`src/perf_stamp_pkg.sv`:
```
// Constants shared by the event counters and the cycle-stamp counter.
// Assumes one processor clock; model register indexes are flat 32-bit numbers.
package perf_stamp_pkg;

  // ------------------------------------------------------------------
  // Widths
  // ------------------------------------------------------------------
  localparam int unsigned STAMP_WIDTH = 64;
  localparam int unsigned HALF_WIDTH  = 32;
  localparam int unsigned SEL_WIDTH   = 64;
  localparam int unsigned EVENT_WIDTH = 8;

  // ------------------------------------------------------------------
  // Event-select fields
  // ------------------------------------------------------------------
  localparam int unsigned SEL_INT_BIT    = 20;
  localparam int unsigned SEL_EN_BIT     = 22;
  localparam int unsigned SEL_INV_BIT    = 23;
  localparam int unsigned SEL_THRESH_LSB = 24;
  localparam int unsigned SEL_THRESH_MSB = 31;
  // Reserved bits 63:42, 39:36 and 21 stay zero
  localparam logic [63:0] SEL_WRITE_MASK = 64'h0000_030F_FFDF_FFFF;
  localparam logic [63:0] SEL_RESET      = 64'h0000_0000_0000_0000;
  localparam logic [63:0] STAMP_RESET    = 64'h0000_0000_0000_0000;

  // ------------------------------------------------------------------
  // Model register indexes
  // ------------------------------------------------------------------
  localparam logic [31:0] STAMP_INDEX = 32'h0000_0100;
  localparam logic [31:0] SELECT_BASE = 32'h0000_0200;
  localparam logic [31:0] COUNT_BASE  = 32'h0000_0300;

  // ------------------------------------------------------------------
  // Identification query
  // ------------------------------------------------------------------
  localparam logic [31:0] ID_FUNC_BASIC   = 32'h0000_0001;
  localparam logic [31:0] ID_FUNC_EXT     = 32'h8000_0001;
  localparam int unsigned ID_STAMP_BIT    = 4;
  localparam int unsigned ID_STAMP_ID_BIT = 27;

  typedef enum logic [1:0] {
    RESP_NONE  = 2'b00,
    RESP_DATA  = 2'b01,
    RESP_FAULT = 2'b10
  } resp_kind_t;

endpackage : perf_stamp_pkg

```
`src/event_counter_unit.sv`:
```
// One event-select register and its paired event counter.
// Assumes write strobes are already privilege-checked by the parent.
`timescale 1ns/1ns
module event_counter_unit #(
  parameter int unsigned COUNT_WIDTH = 48
) (
  // Clock and reset
  input  wire logic                   ref_clk,
  input  wire logic                   rst_n,
  // Register writes
  input  wire logic                   sel_wr,
  input  wire logic                   cnt_wr,
  input  wire logic [63:0]            wdata,
  // Events seen this clock
  input  wire logic [7:0]             events,
  // State
  output logic      [63:0]            event_select_reg,
  output logic      [COUNT_WIDTH-1:0] event_count_reg,
  output logic                        overflow_irq
);

  logic                   en;
  logic                   threshold_compare_invert;
  logic [7:0]             thresh;
  logic                   hit;
  logic [COUNT_WIDTH-1:0] inc;
  logic [COUNT_WIDTH:0]   sum;

  assign en     = event_select_reg[perf_stamp_pkg::SEL_EN_BIT];
  assign threshold_compare_invert    = event_select_reg[perf_stamp_pkg::SEL_INV_BIT];
  assign thresh = event_select_reg[perf_stamp_pkg::SEL_THRESH_MSB:
                                   perf_stamp_pkg::SEL_THRESH_LSB];
  assign hit    = threshold_compare_invert ? (events <= thresh) : (events >= thresh); // RULE19
  // Zero threshold counts every event rather than one per clock
  assign inc    = (thresh == 8'h00) ? COUNT_WIDTH'(events) : COUNT_WIDTH'(hit);
  assign sum    = {1'b0, event_count_reg} + {1'b0, inc};

  always_ff @(posedge ref_clk) begin
    if (!rst_n) begin
      event_select_reg <= perf_stamp_pkg::SEL_RESET;
    end else if (sel_wr) begin
      event_select_reg <= wdata & perf_stamp_pkg::SEL_WRITE_MASK; // RULE2
    end
  end

  // A counter write wins over counting in the same cycle
  always_ff @(posedge ref_clk) begin
    if (!rst_n) begin
      event_count_reg <= '0;
      overflow_irq    <= 1'b0;
    end else begin
      overflow_irq <= 1'b0;
      if (cnt_wr) begin
        event_count_reg <= wdata[COUNT_WIDTH-1:0]; // RULE20
      end else if (en) begin // RULE1
        event_count_reg <= sum[COUNT_WIDTH-1:0];
        overflow_irq    <= sum[COUNT_WIDTH] &&
                           event_select_reg[perf_stamp_pkg::SEL_INT_BIT]; // RULE4 RULE18
      end
    end
  end
endmodule : event_counter_unit

```
`src/perf_stamp_counters.sv`:
```
// Event counters and the 64-bit cycle-stamp counter of one processor.
// Assumes the pipeline issues at most one access per cycle, inputs
// synchronous to ref_clk, and privilege already resolved into a level.
//
// Summary of operation
// [RULE1] Event counter counts only while enabled
// [RULE2] Counting starts and stops at write completion
// [RULE3] Software sets select fields before or with enable
// [RULE4] Overflow interrupts only when its enable set
// [RULE5] Handler may reload counter preset before returning
// [RULE6] Reset clears the cycle-stamp counter to zero
// [RULE7] Stamp counter adds one every clock
// [RULE8] Each stamp read exceeds the previous read
// [RULE9] Stamp counter is 64 bits, wraps to zero
// [RULE10] Upper half to high result, lower to low
// [RULE11] Disable bit plus nonzero privilege faults reads
// [RULE12] Otherwise stamp reads work at every level
// [RULE13] Query reports stamp bit 4, id-read bit 27
// [RULE14] Model register path to stamp is optional
// [RULE15] Plain read unordered; id variant serializes
// [RULE16] Stamp advances at constant clock rate
// [RULE17] Enable at select bit 22 gates the pair
// [RULE18] Interrupt enable at select bit 20
// [RULE19] Count only when events meet the threshold
// [RULE20] Disabled counter holds value, stays accessible
`timescale 1ns/1ns
module perf_stamp_counters #(
  parameter int unsigned NUM_COUNTERS = 4,
  parameter int unsigned COUNT_WIDTH  = 48
) (
  // Clock and reset
  input  wire logic                      ref_clk,
  input  wire logic                      rst_n,
  // Processor state
  input  wire logic [1:0]                current_privilege_level,
  input  wire logic                      stamp_read_disable,
  // Stamp read instructions
  input  wire logic                      stamp_rd_req,
  input  wire logic                      stamp_rd_with_id,
  // Model register access
  input  wire logic                      mreg_rd,
  input  wire logic                      mreg_wr,
  input  wire logic [31:0]               mreg_addr,
  input  wire logic [63:0]               mreg_wdata,
  // Identification query
  input  wire logic                      id_req,
  input  wire logic [31:0]               id_func,
  // Event sources, one byte per counter
  input  wire logic [NUM_COUNTERS*8-1:0] event_in,
  // Results
  output logic                           result_valid,
  output logic                           general_protection_fault,
  output logic      [31:0]               high_result_reg,
  output logic      [31:0]               low_result_reg,
  output logic                           serialize_req,
  // Counter state
  output logic      [63:0]               cycle_stamp_count,
  output logic      [NUM_COUNTERS-1:0]   overflow_irq
);

  localparam int unsigned IDX_W = (NUM_COUNTERS > 1) ? $clog2(NUM_COUNTERS) : 1;

  // ------------------------------------------------------------------
  // Parameter checks
  // ------------------------------------------------------------------
  if (NUM_COUNTERS < 1 || NUM_COUNTERS > 256) begin : g_bad_num
    $error("NUM_COUNTERS must be 1 to 256");
  end
  if (COUNT_WIDTH < 2 || COUNT_WIDTH > 64) begin : g_bad_width
    $error("COUNT_WIDTH must be 2 to 64");
  end

  // ------------------------------------------------------------------
  // Cycle-stamp counter
  // ------------------------------------------------------------------
  // One increment per ref_clk; any rate change must come from the clock
  // itself, which this block cannot see.
  always_ff @(posedge ref_clk) begin
    if (!rst_n) begin
      cycle_stamp_count <= perf_stamp_pkg::STAMP_RESET; // RULE6
    end else begin
      cycle_stamp_count <= cycle_stamp_count + 64'h0000_0000_0000_0001; // RULE7 RULE9 RULE16
    end
  end

  // ------------------------------------------------------------------
  // Request selection and address decode
  // ------------------------------------------------------------------
  logic             priv_zero;
  logic             stamp_blocked;
  logic             take_stamp;
  logic             take_mreg;
  logic             take_id;
  logic             sel_hit;
  logic             cnt_hit;
  logic             stamp_hit;
  logic [IDX_W-1:0] reg_idx;
  logic [31:0]      sel_off;
  logic [31:0]      cnt_off;
  logic             mreg_ok;

  assign priv_zero     = (current_privilege_level == 2'b00);
  // No mode input at all: only the disable bit and privilege gate reads
  assign stamp_blocked = stamp_read_disable && !priv_zero; // RULE11 RULE12
  assign take_stamp    = stamp_rd_req;
  assign take_mreg     = !stamp_rd_req && (mreg_rd || mreg_wr);
  assign take_id       = !stamp_rd_req && !mreg_rd && !mreg_wr && id_req;
  assign sel_off       = mreg_addr - perf_stamp_pkg::SELECT_BASE;
  assign cnt_off       = mreg_addr - perf_stamp_pkg::COUNT_BASE;

  always_comb begin
    sel_hit   = 1'b0;
    cnt_hit   = 1'b0;
    stamp_hit = 1'b0;
    reg_idx   = '0;
    if (mreg_addr == perf_stamp_pkg::STAMP_INDEX) begin
      stamp_hit = 1'b1;
    end else if (mreg_addr >= perf_stamp_pkg::SELECT_BASE &&
                 sel_off < 32'(NUM_COUNTERS)) begin
      sel_hit = 1'b1;
      reg_idx = sel_off[IDX_W-1:0];
    end else if (mreg_addr >= perf_stamp_pkg::COUNT_BASE &&
                 cnt_off < 32'(NUM_COUNTERS)) begin
      cnt_hit = 1'b1;
      reg_idx = cnt_off[IDX_W-1:0];
    end
  end

  // Stamp is read-only on this path; its write is refused with a fault
  assign mreg_ok = priv_zero && (sel_hit || cnt_hit || (stamp_hit && mreg_rd)); // RULE14

  // ------------------------------------------------------------------
  // Event counter array
  // ------------------------------------------------------------------
  logic [63:0]            sel_q [NUM_COUNTERS];
  logic [COUNT_WIDTH-1:0] cnt_q [NUM_COUNTERS];

  for (genvar i = 0; i < NUM_COUNTERS; i++) begin : g_ctr
    logic sel_wr;
    logic cnt_wr;
    // A whole select word lands in one write, so fields and enable agree
    assign sel_wr = take_mreg && mreg_wr && mreg_ok && sel_hit &&
                    (reg_idx == IDX_W'(i)); // RULE3 RULE17
    // Counter may be reloaded at any time, running or not
    assign cnt_wr = take_mreg && mreg_wr && mreg_ok && cnt_hit &&
                    (reg_idx == IDX_W'(i)); // RULE5 RULE20
    event_counter_unit #(
      .COUNT_WIDTH (COUNT_WIDTH)
    ) u_unit (
      .ref_clk          (ref_clk),
      .rst_n            (rst_n),
      .sel_wr           (sel_wr),
      .cnt_wr           (cnt_wr),
      .wdata            (mreg_wdata),
      .events           (event_in[i*8 +: 8]),
      .event_select_reg (sel_q[i]),
      .event_count_reg  (cnt_q[i]),
      .overflow_irq     (overflow_irq[i])
    );
  end

  // ------------------------------------------------------------------
  // Read data and identification value
  // ------------------------------------------------------------------
  logic [63:0] read_data;
  logic [31:0] id_value;

  always_comb begin
    read_data = 64'h0000_0000_0000_0000;
    if (stamp_hit) begin
      read_data = cycle_stamp_count;
    end else if (sel_hit) begin
      read_data = sel_q[reg_idx];
    end else if (cnt_hit) begin
      read_data = 64'(cnt_q[reg_idx]);
    end
  end

  always_comb begin
    id_value = 32'h0000_0000;
    if (id_func == perf_stamp_pkg::ID_FUNC_BASIC) begin
      id_value[perf_stamp_pkg::ID_STAMP_BIT] = 1'b1; // RULE13
    end else if (id_func == perf_stamp_pkg::ID_FUNC_EXT) begin
      id_value[perf_stamp_pkg::ID_STAMP_ID_BIT] = 1'b1; // RULE13
    end
  end

  // ------------------------------------------------------------------
  // Result stage
  // ------------------------------------------------------------------
  perf_stamp_pkg::resp_kind_t resp_kind;
  perf_stamp_pkg::resp_kind_t next_resp_kind;
  logic [31:0]                next_high;
  logic [31:0]                next_low;
  logic                       next_serialize;

  always_comb begin
    next_resp_kind = perf_stamp_pkg::RESP_NONE;
    next_high      = high_result_reg;
    next_low       = low_result_reg;
    next_serialize = 1'b0;
    if (take_stamp) begin
      // Plain read is not ordered against neighbours; id variant is
      next_serialize = stamp_rd_with_id; // RULE15
      if (stamp_blocked) begin
        next_resp_kind = perf_stamp_pkg::RESP_FAULT; // RULE11
      end else begin
        next_resp_kind = perf_stamp_pkg::RESP_DATA;
        next_high      = cycle_stamp_count[63:32]; // RULE10
        next_low       = cycle_stamp_count[31:0]; // RULE10
      end
    end else if (take_mreg) begin
      if (!mreg_ok) begin
        next_resp_kind = perf_stamp_pkg::RESP_FAULT;
      end else begin
        next_resp_kind = perf_stamp_pkg::RESP_DATA;
        if (mreg_rd) begin
          next_high = read_data[63:32];
          next_low  = read_data[31:0];
        end
      end
    end else if (take_id) begin
      next_resp_kind = perf_stamp_pkg::RESP_DATA;
      next_high      = id_value;
      next_low       = 32'h0000_0000;
    end
  end

  always_ff @(posedge ref_clk) begin
    if (!rst_n) begin
      resp_kind       <= perf_stamp_pkg::RESP_NONE;
      high_result_reg <= 32'h0000_0000;
      low_result_reg  <= 32'h0000_0000;
      serialize_req   <= 1'b0;
    end else begin
      resp_kind       <= next_resp_kind;
      high_result_reg <= next_high;
      low_result_reg  <= next_low;
      serialize_req   <= next_serialize;
    end
  end

  assign result_valid             = (resp_kind != perf_stamp_pkg::RESP_NONE);
  assign general_protection_fault = (resp_kind == perf_stamp_pkg::RESP_FAULT);

  // ------------------------------------------------------------------
  // Assertion helpers
  // ------------------------------------------------------------------
  logic        stamp_data_out;
  logic        have_prev;
  logic [63:0] prev_stamp_read;

  always_ff @(posedge ref_clk) begin
    if (!rst_n) begin
      stamp_data_out  <= 1'b0;
      have_prev       <= 1'b0;
      prev_stamp_read <= 64'h0000_0000_0000_0000;
    end else begin
      stamp_data_out <= take_stamp && !stamp_blocked;
      if (stamp_data_out) begin
        have_prev       <= 1'b1;
        prev_stamp_read <= {high_result_reg, low_result_reg};
      end
    end
  end
endmodule : perf_stamp_counters

```
`config.mk`:
```
export PLATFORM = sky130hd
export DESIGN_NAME = perf_stamp_counters
export DESIGN_NICKNAME = d
export VERILOG_FILES = /design/src/perf_stamp_pkg.sv /design/src/event_counter_unit.sv /design/src/perf_stamp_counters.sv
export SDC_FILE = /design/constraint.sdc
export NUM_CORES = 2
export LEC_CHECK = 0
export ABC_AREA = 1
export BUFFER_PORTS_ARGS = -buffer_cell sky130_fd_sc_hd__clkbuf_2
export CAP_MARGIN = 10
export CORE_MARGIN = 8
export CORE_UTILIZATION = 55
export DETAILED_ROUTE_END_ITERATION = 10
export PLACE_DENSITY = 0.75
export SYNTH_ARGS = -nofsm -noshare
export SYNTH_HDL_FRONTEND = slang
export SYNTH_SLANG_ARGS = --single-unit
```
`constraint.sdc`:
```
create_clock -name ref_clk -period 4.95 [get_ports ref_clk]
set_clock_uncertainty 0.15 [all_clocks]
set_input_delay 0.7425 -clock ref_clk [delete_from_list [all_inputs] [get_ports ref_clk]]
set_output_delay 0.7425 -clock ref_clk [all_outputs]
set_load 0.05 [all_outputs]
```
### After elaboration in Yosys (flattened, before gate mapping)

Index checks and enable logic that the tools add are counted.

| word-level totals | value |
|---|---|
| register bits | 475 |
| bits of input ports | 170 |
| output and inout port bits | 135 |
| word-level logic and storage cells | 157 |

| cells by class | value |
|---|---|
| $add $sub $neg | 7 |
| magnitude comparators | 13 |
| equality and inequality tests | 10 |
| muxes and demuxes | 54 |
| bitwise logic cells | 6 |
| reductions and logical operators | 50 |

Operator list:

| kind | number |
|---|---|
| $mux 48 | 11 |
| $mux 32 | 12 |
| $mux 64 | 4 |
| $add 48x48->49 | 4 |
| $bmux 64 s2 | 1 |
| $bmux 48 s2 | 1 |
| $add 64x1->64 const B | 1 |
| $ge 32x10->1 const B | 2 |
| $lt 32x3->1 const B | 2 |
| $sub 32x10->32 const B | 2 |
| $eq 32x1->1 const B | 1 |
| $eq 32x32->1 const B | 1 |
| $eq 32x9->1 const B | 1 |
| $ge 8x8->1 | 4 |
| $le 8x8->1 | 4 |
| $logic_not 8->1 | 4 |
| $mux 8 | 4 |
| $logic_and 1x1->1 | 25 |
| $mux 1 | 14 |
| $mux 2 | 7 |
| $reduce_or 3->1 | 4 |
| $reduce_bool 2->1 | 5 |
| $eq 2x2->1 const B | 3 |
| $not 1->1 | 5 |
| other kinds (12) | 18 |

### Longest topological paths before layout

| depth | value |
|---|---|
| depth after elaboration | 17 |
| gate-level depth with buffers | 29 |
| gate-level depth less buffers | 29 |

### Modules after synthesis

From an unflattened synthesis, not the netlist that was laid out.

| second synthesis, totals | value |
|---|---|
| cell total of the unflattened synthesis | 5687 |
| area, all modules | 34886.0 µm² |

By module, submodules not included:

| module | times used | cells each | area an instance (µm²) | sequential area each (µm²) |
|---|---|---|---|---|
| perf_stamp_counters | 1 | 2153 | 12171.7 | 2622.5 |
| event_counter_unit (g_ctr[2].u_unit ...) | 2 | 883 | 5726.7 | 1721.7 |
| event_counter_unit (g_ctr[0].u_unit ...) | 2 | 884 | 5630.4 | 1721.7 |

### Worst setup path after synthesis

No wires, ideal clock.

| timing path | value |
|---|---|
| kind | input-to-reg |
| from | in event_in[27] |
| to | reg g_ctr[3].u_unit.event_count_reg[32] |
| library setup time | 0.110 ns |
| data arrival time | 4.372 ns |
| data required time | 4.690 ns |
| path slack | 0.318 ns |
| cell stages on the path | 27 |
| path buffers | 0 |
| path through | ha_1 -> nand3_1 -> o211ai_1 -> a21oi_1 -> nor2_1 -> nor2_1 -> o21ai_0 -> xnor2_1 -> a22oi_1 -> ha_1 -> inv_1 -> fa_1 -> o21ai_0 -> a21oi_1 -> nor2_1 -> nand2_1 -> nor2_1 -> nand2_1 -> nor3_1 -> nand2_1 -> inv_1 -> nand2_1 -> xor2_1 -> nand3_1 -> nand3_1 -> nand2_1 -> inv_1 |

| between the ends | value |
|---|---|
| longest elaborated chain between the ends | 6 |
| elaborated cells on any way between the ends | 7 |
| classes of those cells | 1 x add/sub; 2 x order compare; 4 x mux |

RTL lines:

| what | RTL line | text |
|---|---|---|
| from (decl) | perf_stamp_counters.sv:49 | `input wire logic [NUM_COUNTERS*8-1:0] event_in,` |
| $ge 8x8->1 / $le 8x8->1 (equally long branches) | event_counter_unit.sv:33 | `assign hit = threshold_compare_invert ? (events <= thresh) : (events >= thresh);` |
| $mux 1 | event_counter_unit.sv:33 |  |
| $mux 8 (*) | event_counter_unit.sv:35 | `assign inc = (thresh == 8'h00) ? COUNT_WIDTH'(events) : COUNT_WIDTH'(hit);` |
| $add 48x48->49 (*) | event_counter_unit.sv:36 | `assign sum = {1'b0, event_count_reg} + {1'b0, inc};` |
| $mux 48 (*) | event_counter_unit.sv:55 | `end else if (en) begin` |
| $mux 48 (*) | event_counter_unit.sv:53 | `if (cnt_wr) begin` |
| to (signal assigned) | event_counter_unit.sv:54 | `event_count_reg <= wdata[COUNT_WIDTH-1:0];` |
| to (signal assigned) | event_counter_unit.sv:56 | `event_count_reg <= sum[COUNT_WIDTH-1:0];` |
| to (decl) | event_counter_unit.sv:18 | `output logic [COUNT_WIDTH-1:0] event_count_reg,` |

Every way passes the cells marked *; elsewhere a longest branch is shown, timed or not. The select of a mux whose other input is x is not followed.
A chain may end at the register's enable or synchronous reset.

### Final worst setup path

| timing path | value |
|---|---|
| from | reg g_ctr[2].u_unit.event_select_reg[30] |
| to | reg g_ctr[2].u_unit.event_count_reg[44] |

| between the ends | value |
|---|---|
| longest elaborated chain between the ends | 6 |
| elaborated cells on any way between the ends | 8 |
| classes of those cells | 1 x add/sub; 2 x order compare; 4 x mux; 1 x reduce/logical |

RTL lines:

| what | RTL line | text |
|---|---|---|
| from (decl) | event_counter_unit.sv:17 | `output logic [63:0] event_select_reg,` |
| from (signal assigned) | event_counter_unit.sv:40 | `event_select_reg <= perf_stamp_pkg::SEL_RESET;` |
| from (signal assigned) | event_counter_unit.sv:42 | `event_select_reg <= wdata & perf_stamp_pkg::SEL_WRITE_MASK;` |
| $ge 8x8->1 / $le 8x8->1 (equally long branches) | event_counter_unit.sv:33 |  |
| $mux 1 | event_counter_unit.sv:33 |  |
| $mux 8 (*) | event_counter_unit.sv:35 |  |
| $add 48x48->49 (*) | event_counter_unit.sv:36 |  |
| $mux 48 (*) | event_counter_unit.sv:55 |  |
| $mux 48 (*) | event_counter_unit.sv:53 |  |
| to (signal assigned) | event_counter_unit.sv:54 |  |
| to (signal assigned) | event_counter_unit.sv:56 |  |
| to (decl) | event_counter_unit.sv:18 |  |

Marks and branches as above.

==> parameters.txt <==
Parameter                              Value

Run status
  Status    finished with violations
  Failing checks    design-rule violations

STA
  Normalized max-slew margin    29.5%
  Max Fclk    0.220 GHz
  Setup repair after global routing missed its margin    no
  Final Worst Setup Slack    0.410 ns
  Share of the clock period used by the worst path    91.7%
  Total negative slack for setup checks    0 ns
  Final critical delay including setup and external delays    4.54 ns
  Final hold violations    0
  Final number of max-transition violations    0
  Setup violators final    0
  Hold_ws    0.161 ns
  Actual transition at the worst max-transition pin    1.06 ns

Clock tree
  Inserted Clock Buffers    54
  Resize count post-CTS    0
  Deepest clock path buffer count    3
  Post-CTS Hold Buffers    0
  # H-tree levels    2
  Number of sinks on the clock net    475
  Root cell of the clock tree    sky130_fd_sc_hd__clkbuf_16
  Post-CTS Setup Bufs    0
  TritonCTS clock tree    built
  Clock-pin transition on the worst setup and hold timing paths    0.06 ns
  Latest clock arrival within the worst-skew pair    0.66 ns

Synth
  Post-synthesis area per instance    5.86 µm²
  Primary FF master, synth    sky130_fd_sc_hd__dfxtp_1
  Syn Std Cell Area    34000 µm²
  Post-synth EDFFs    0
  Fraction of post-synthesis cell area in the top cell type by area    28.0%
  Total of flip-flops plus latches after synthesis    475
  Synth top area cells    sky130_fd_sc_hd__dfxtp_1 28%, sky130_fd_sc_hd__nand2_1 14%, sky130_fd_sc_hd__nor2_1 12%
  Fraction of synthesis flops using an asynchronous set or reset pin    0%
  Mapped Cells    5798
  Biggest area consumer among synthesized cells    sky130_fd_sc_hd__dfxtp_1
  Synth unique cells    59
  Synth warn    0
  Synthesized Nets    6039
  Sequential cell area fraction in the yosys report    28.0%

Critical path
  Setup Crit Path Kind    reg2reg
  Nature of the critical path endpoint    flop
  Crit path max-delay family    compound AO/OA/AOI/OAI gates
  Worst endpoint data arrival time    4.95 ns
  Max Fanout on Critical Path    3
  Critical path's largest stage delay    0.41 ns
  Cell at the slowest stage of the critical path    sky130_fd_sc_hd__fa_1
  Worst-case register-to-register setup slack    0.41 ns
  Count of buffering cells on the critical path with inverters included    4
  Critical path startpoint category    flop
  Required time reported for the critical path endpoint    5.36 ns
  CP dominant cell by count    sky130_fd_sc_hd__nor2_1

Hold path
  Kind of path behind the tightest hold check    in2reg

Cells and area
  Layout area overhead    13.4%
  Area of all placed cells without fillers    38500 µm²
  Fin nets    6261
  Flip-flop count of the largest register after layout    192
  Top library cells by usage in the layout, fill and taps aside    1271 x sky130_fd_sc_hd__nand2_1, 1081 x sky130_fd_sc_hd__nor2_1, 705 x sky130_fd_sc_hd__inv_1, 495 x sky130_fd_sc_hd__nand3_1, 475 x sky130_fd_sc_hd__dfxtp_1
  Layout cells sized above 1    10.6%
  Most common library cell in the layout ignoring fill and taps    sky130_fd_sc_hd__nand2_1

Global routing
  First-pass GRT wire length    229 mm
  Antenna violations before repair    7
  Maximum number of pins on one net before global-route repair    171
  Overall Global Routing Usage    42.2%
  Remaining Overflow, GRT    0
  Via count of the first global-routing pass    36600

Die
  Die footprint    70000 µm²
  FP Rows    91
  Boundary pin count    305
  Starting Density    55.4%
  Die Ht    265 µm
  Chip Width    265 µm
  Core outline area    61400 µm²

Placed design
  Input/output buffers    288
  Half-perimeter wire length after placement    114 mm
  Final RePlAce weighted congestion    1.07
  Area after detailed placement    36600 µm²
  Setup slack after placement    0.0613 ns

Power
  Power per cell area    238 nW/µm²
  Static leakage    16.0 nW
  Post-route total power    9.18 mW
  Largest voltage drop on the vdd net    334 µV

Route
  Final ANT Viol Nets    0
  Number of violations reported at the end of detailed-routing iteration 0    5706
  Detailed Routing Iterations Pass 1    11
  Drt wl/cell    22.6 µm
  Via-to-Cell Ratio    5.95
  Final routed wirelength across all metal layers    155 mm
  Vias after detailed routing    40800
  Remaining routing DRC violations    1

Run
  Max Cap Viol    0
layer usage:
layer / up-vias / track usage, % / wire, µm
met5: - / 1.04 / 86
met4: 6 / 28.5 / 12600
met3: 570 / 9.93 / 19300
met2: 2649 / 62.2 / 64300
met1: 18400 / 54.4 / 58600
li1: 19200 / - / -
cells by family after synthesis:
logic type | count (synthesis) | synth area share, %
xor gates and xnor gates | 109 | 2.81
AOI/OAI and AO/OA | 765 | 11.9
and+or+nand+nor | 3386 | 43.1
DFF | 475 | 28.0
buffers and inverters | 992 | 11.6
adders and majority gates | 71 | 2.70
cells in the mapped netlist, drive strengths merged, types with 47 or more instances:
| library cell | number |
|---|---|
| a21oi | 321 |
| buf | 117 |
| clkbuf | 155 |
| dfxtp | 475 |
| ha | 67 |
| inv | 716 |
| nand2 | 1290 |
| nand3 | 502 |
| nand4 | 204 |
| nor2 | 1107 |
| nor3 | 151 |
| nor4 | 51 |
| o21ai | 364 |
| or2 | 47 |
| xor2 | 88 |
area by class of cell:
class,count,area (µm²)
fill,6228,22800
inverter,720,2710
clock buffer,73,1550
antenna,7,17.5
sequential,475,9510
tap,790,988
multi-input combinational,4331,20600
timing repair buffer,438,2780
clock inverter,29,390
worst reg2reg max path: stages, from the launching register on:
cell,delay [ns]
sky130_fd_sc_hd__dfxtp_1,0.36
sky130_fd_sc_hd__inv_1,0.11
sky130_fd_sc_hd__ha_1,0.28
sky130_fd_sc_hd__nand2_1,0.08
sky130_fd_sc_hd__o21ai_0,0.23
sky130_fd_sc_hd__a21oi_1,0.08
sky130_fd_sc_hd__xor2_1,0.15
sky130_fd_sc_hd__a22oi_1,0.17
sky130_fd_sc_hd__ha_1,0.20
sky130_fd_sc_hd__inv_1,0.06
sky130_fd_sc_hd__fa_1,0.41
sky130_fd_sc_hd__o21ai_0,0.35
sky130_fd_sc_hd__a21oi_1,0.22
sky130_fd_sc_hd__nor2_1,0.15
sky130_fd_sc_hd__buf_4,0.19
sky130_fd_sc_hd__nand2_1,0.08
sky130_fd_sc_hd__nor2_1,0.17
sky130_fd_sc_hd__buf_4,0.16
sky130_fd_sc_hd__nand3b_1,0.11
sky130_fd_sc_hd__nor2_1,0.13
sky130_fd_sc_hd__nand4_1,0.12
sky130_fd_sc_hd__a211oi_1,0.25
sky130_fd_sc_hd__nand2_1,0.08
sky130_fd_sc_hd__nand2_1,0.06
sky130_fd_sc_hd__nor2_1,0.04
sky130_fd_sc_hd__nor2_1,0.07
power breakdown:
group | total [mW] | switching (mW) | internal [mW] | leakage [nW]
Clock | 4.44 | 1.86 | 2.58 | 0.953
Sequential | 3.88 | 0.0240 | 3.86 | 3.83
Combinational | 0.861 | 0.664 | 0.197 | 11.2
Total | 9.18 | 2.54 | 6.64 | 16.0
through the flow:
stage / utilization, % / instances
global placement: 59.6 / 6754
global route: 62.7 / 6857
floorplan: - / 5798
CTS: 62.7 / 6856
finish: 62.8 / 6863
detailed placement: 59.6 / 6754
worst paths after layout:
kind / startpoint / end / depth (start not counted)
min: stamp_rd_with_id / serialize_req / 3
max reg2reg: g_ctr[2].u_unit.event_select_reg[30] / g_ctr[2].u_unit.event_count_reg[44] / 25
min reg2reg: high_result_reg[27] / high_result_reg[27] / 2
max: g_ctr[2].u_unit.event_select_reg[30] / g_ctr[2].u_unit.event_count_reg[44] / 25
No activity file was read; power rests on OpenSTA's default activity.
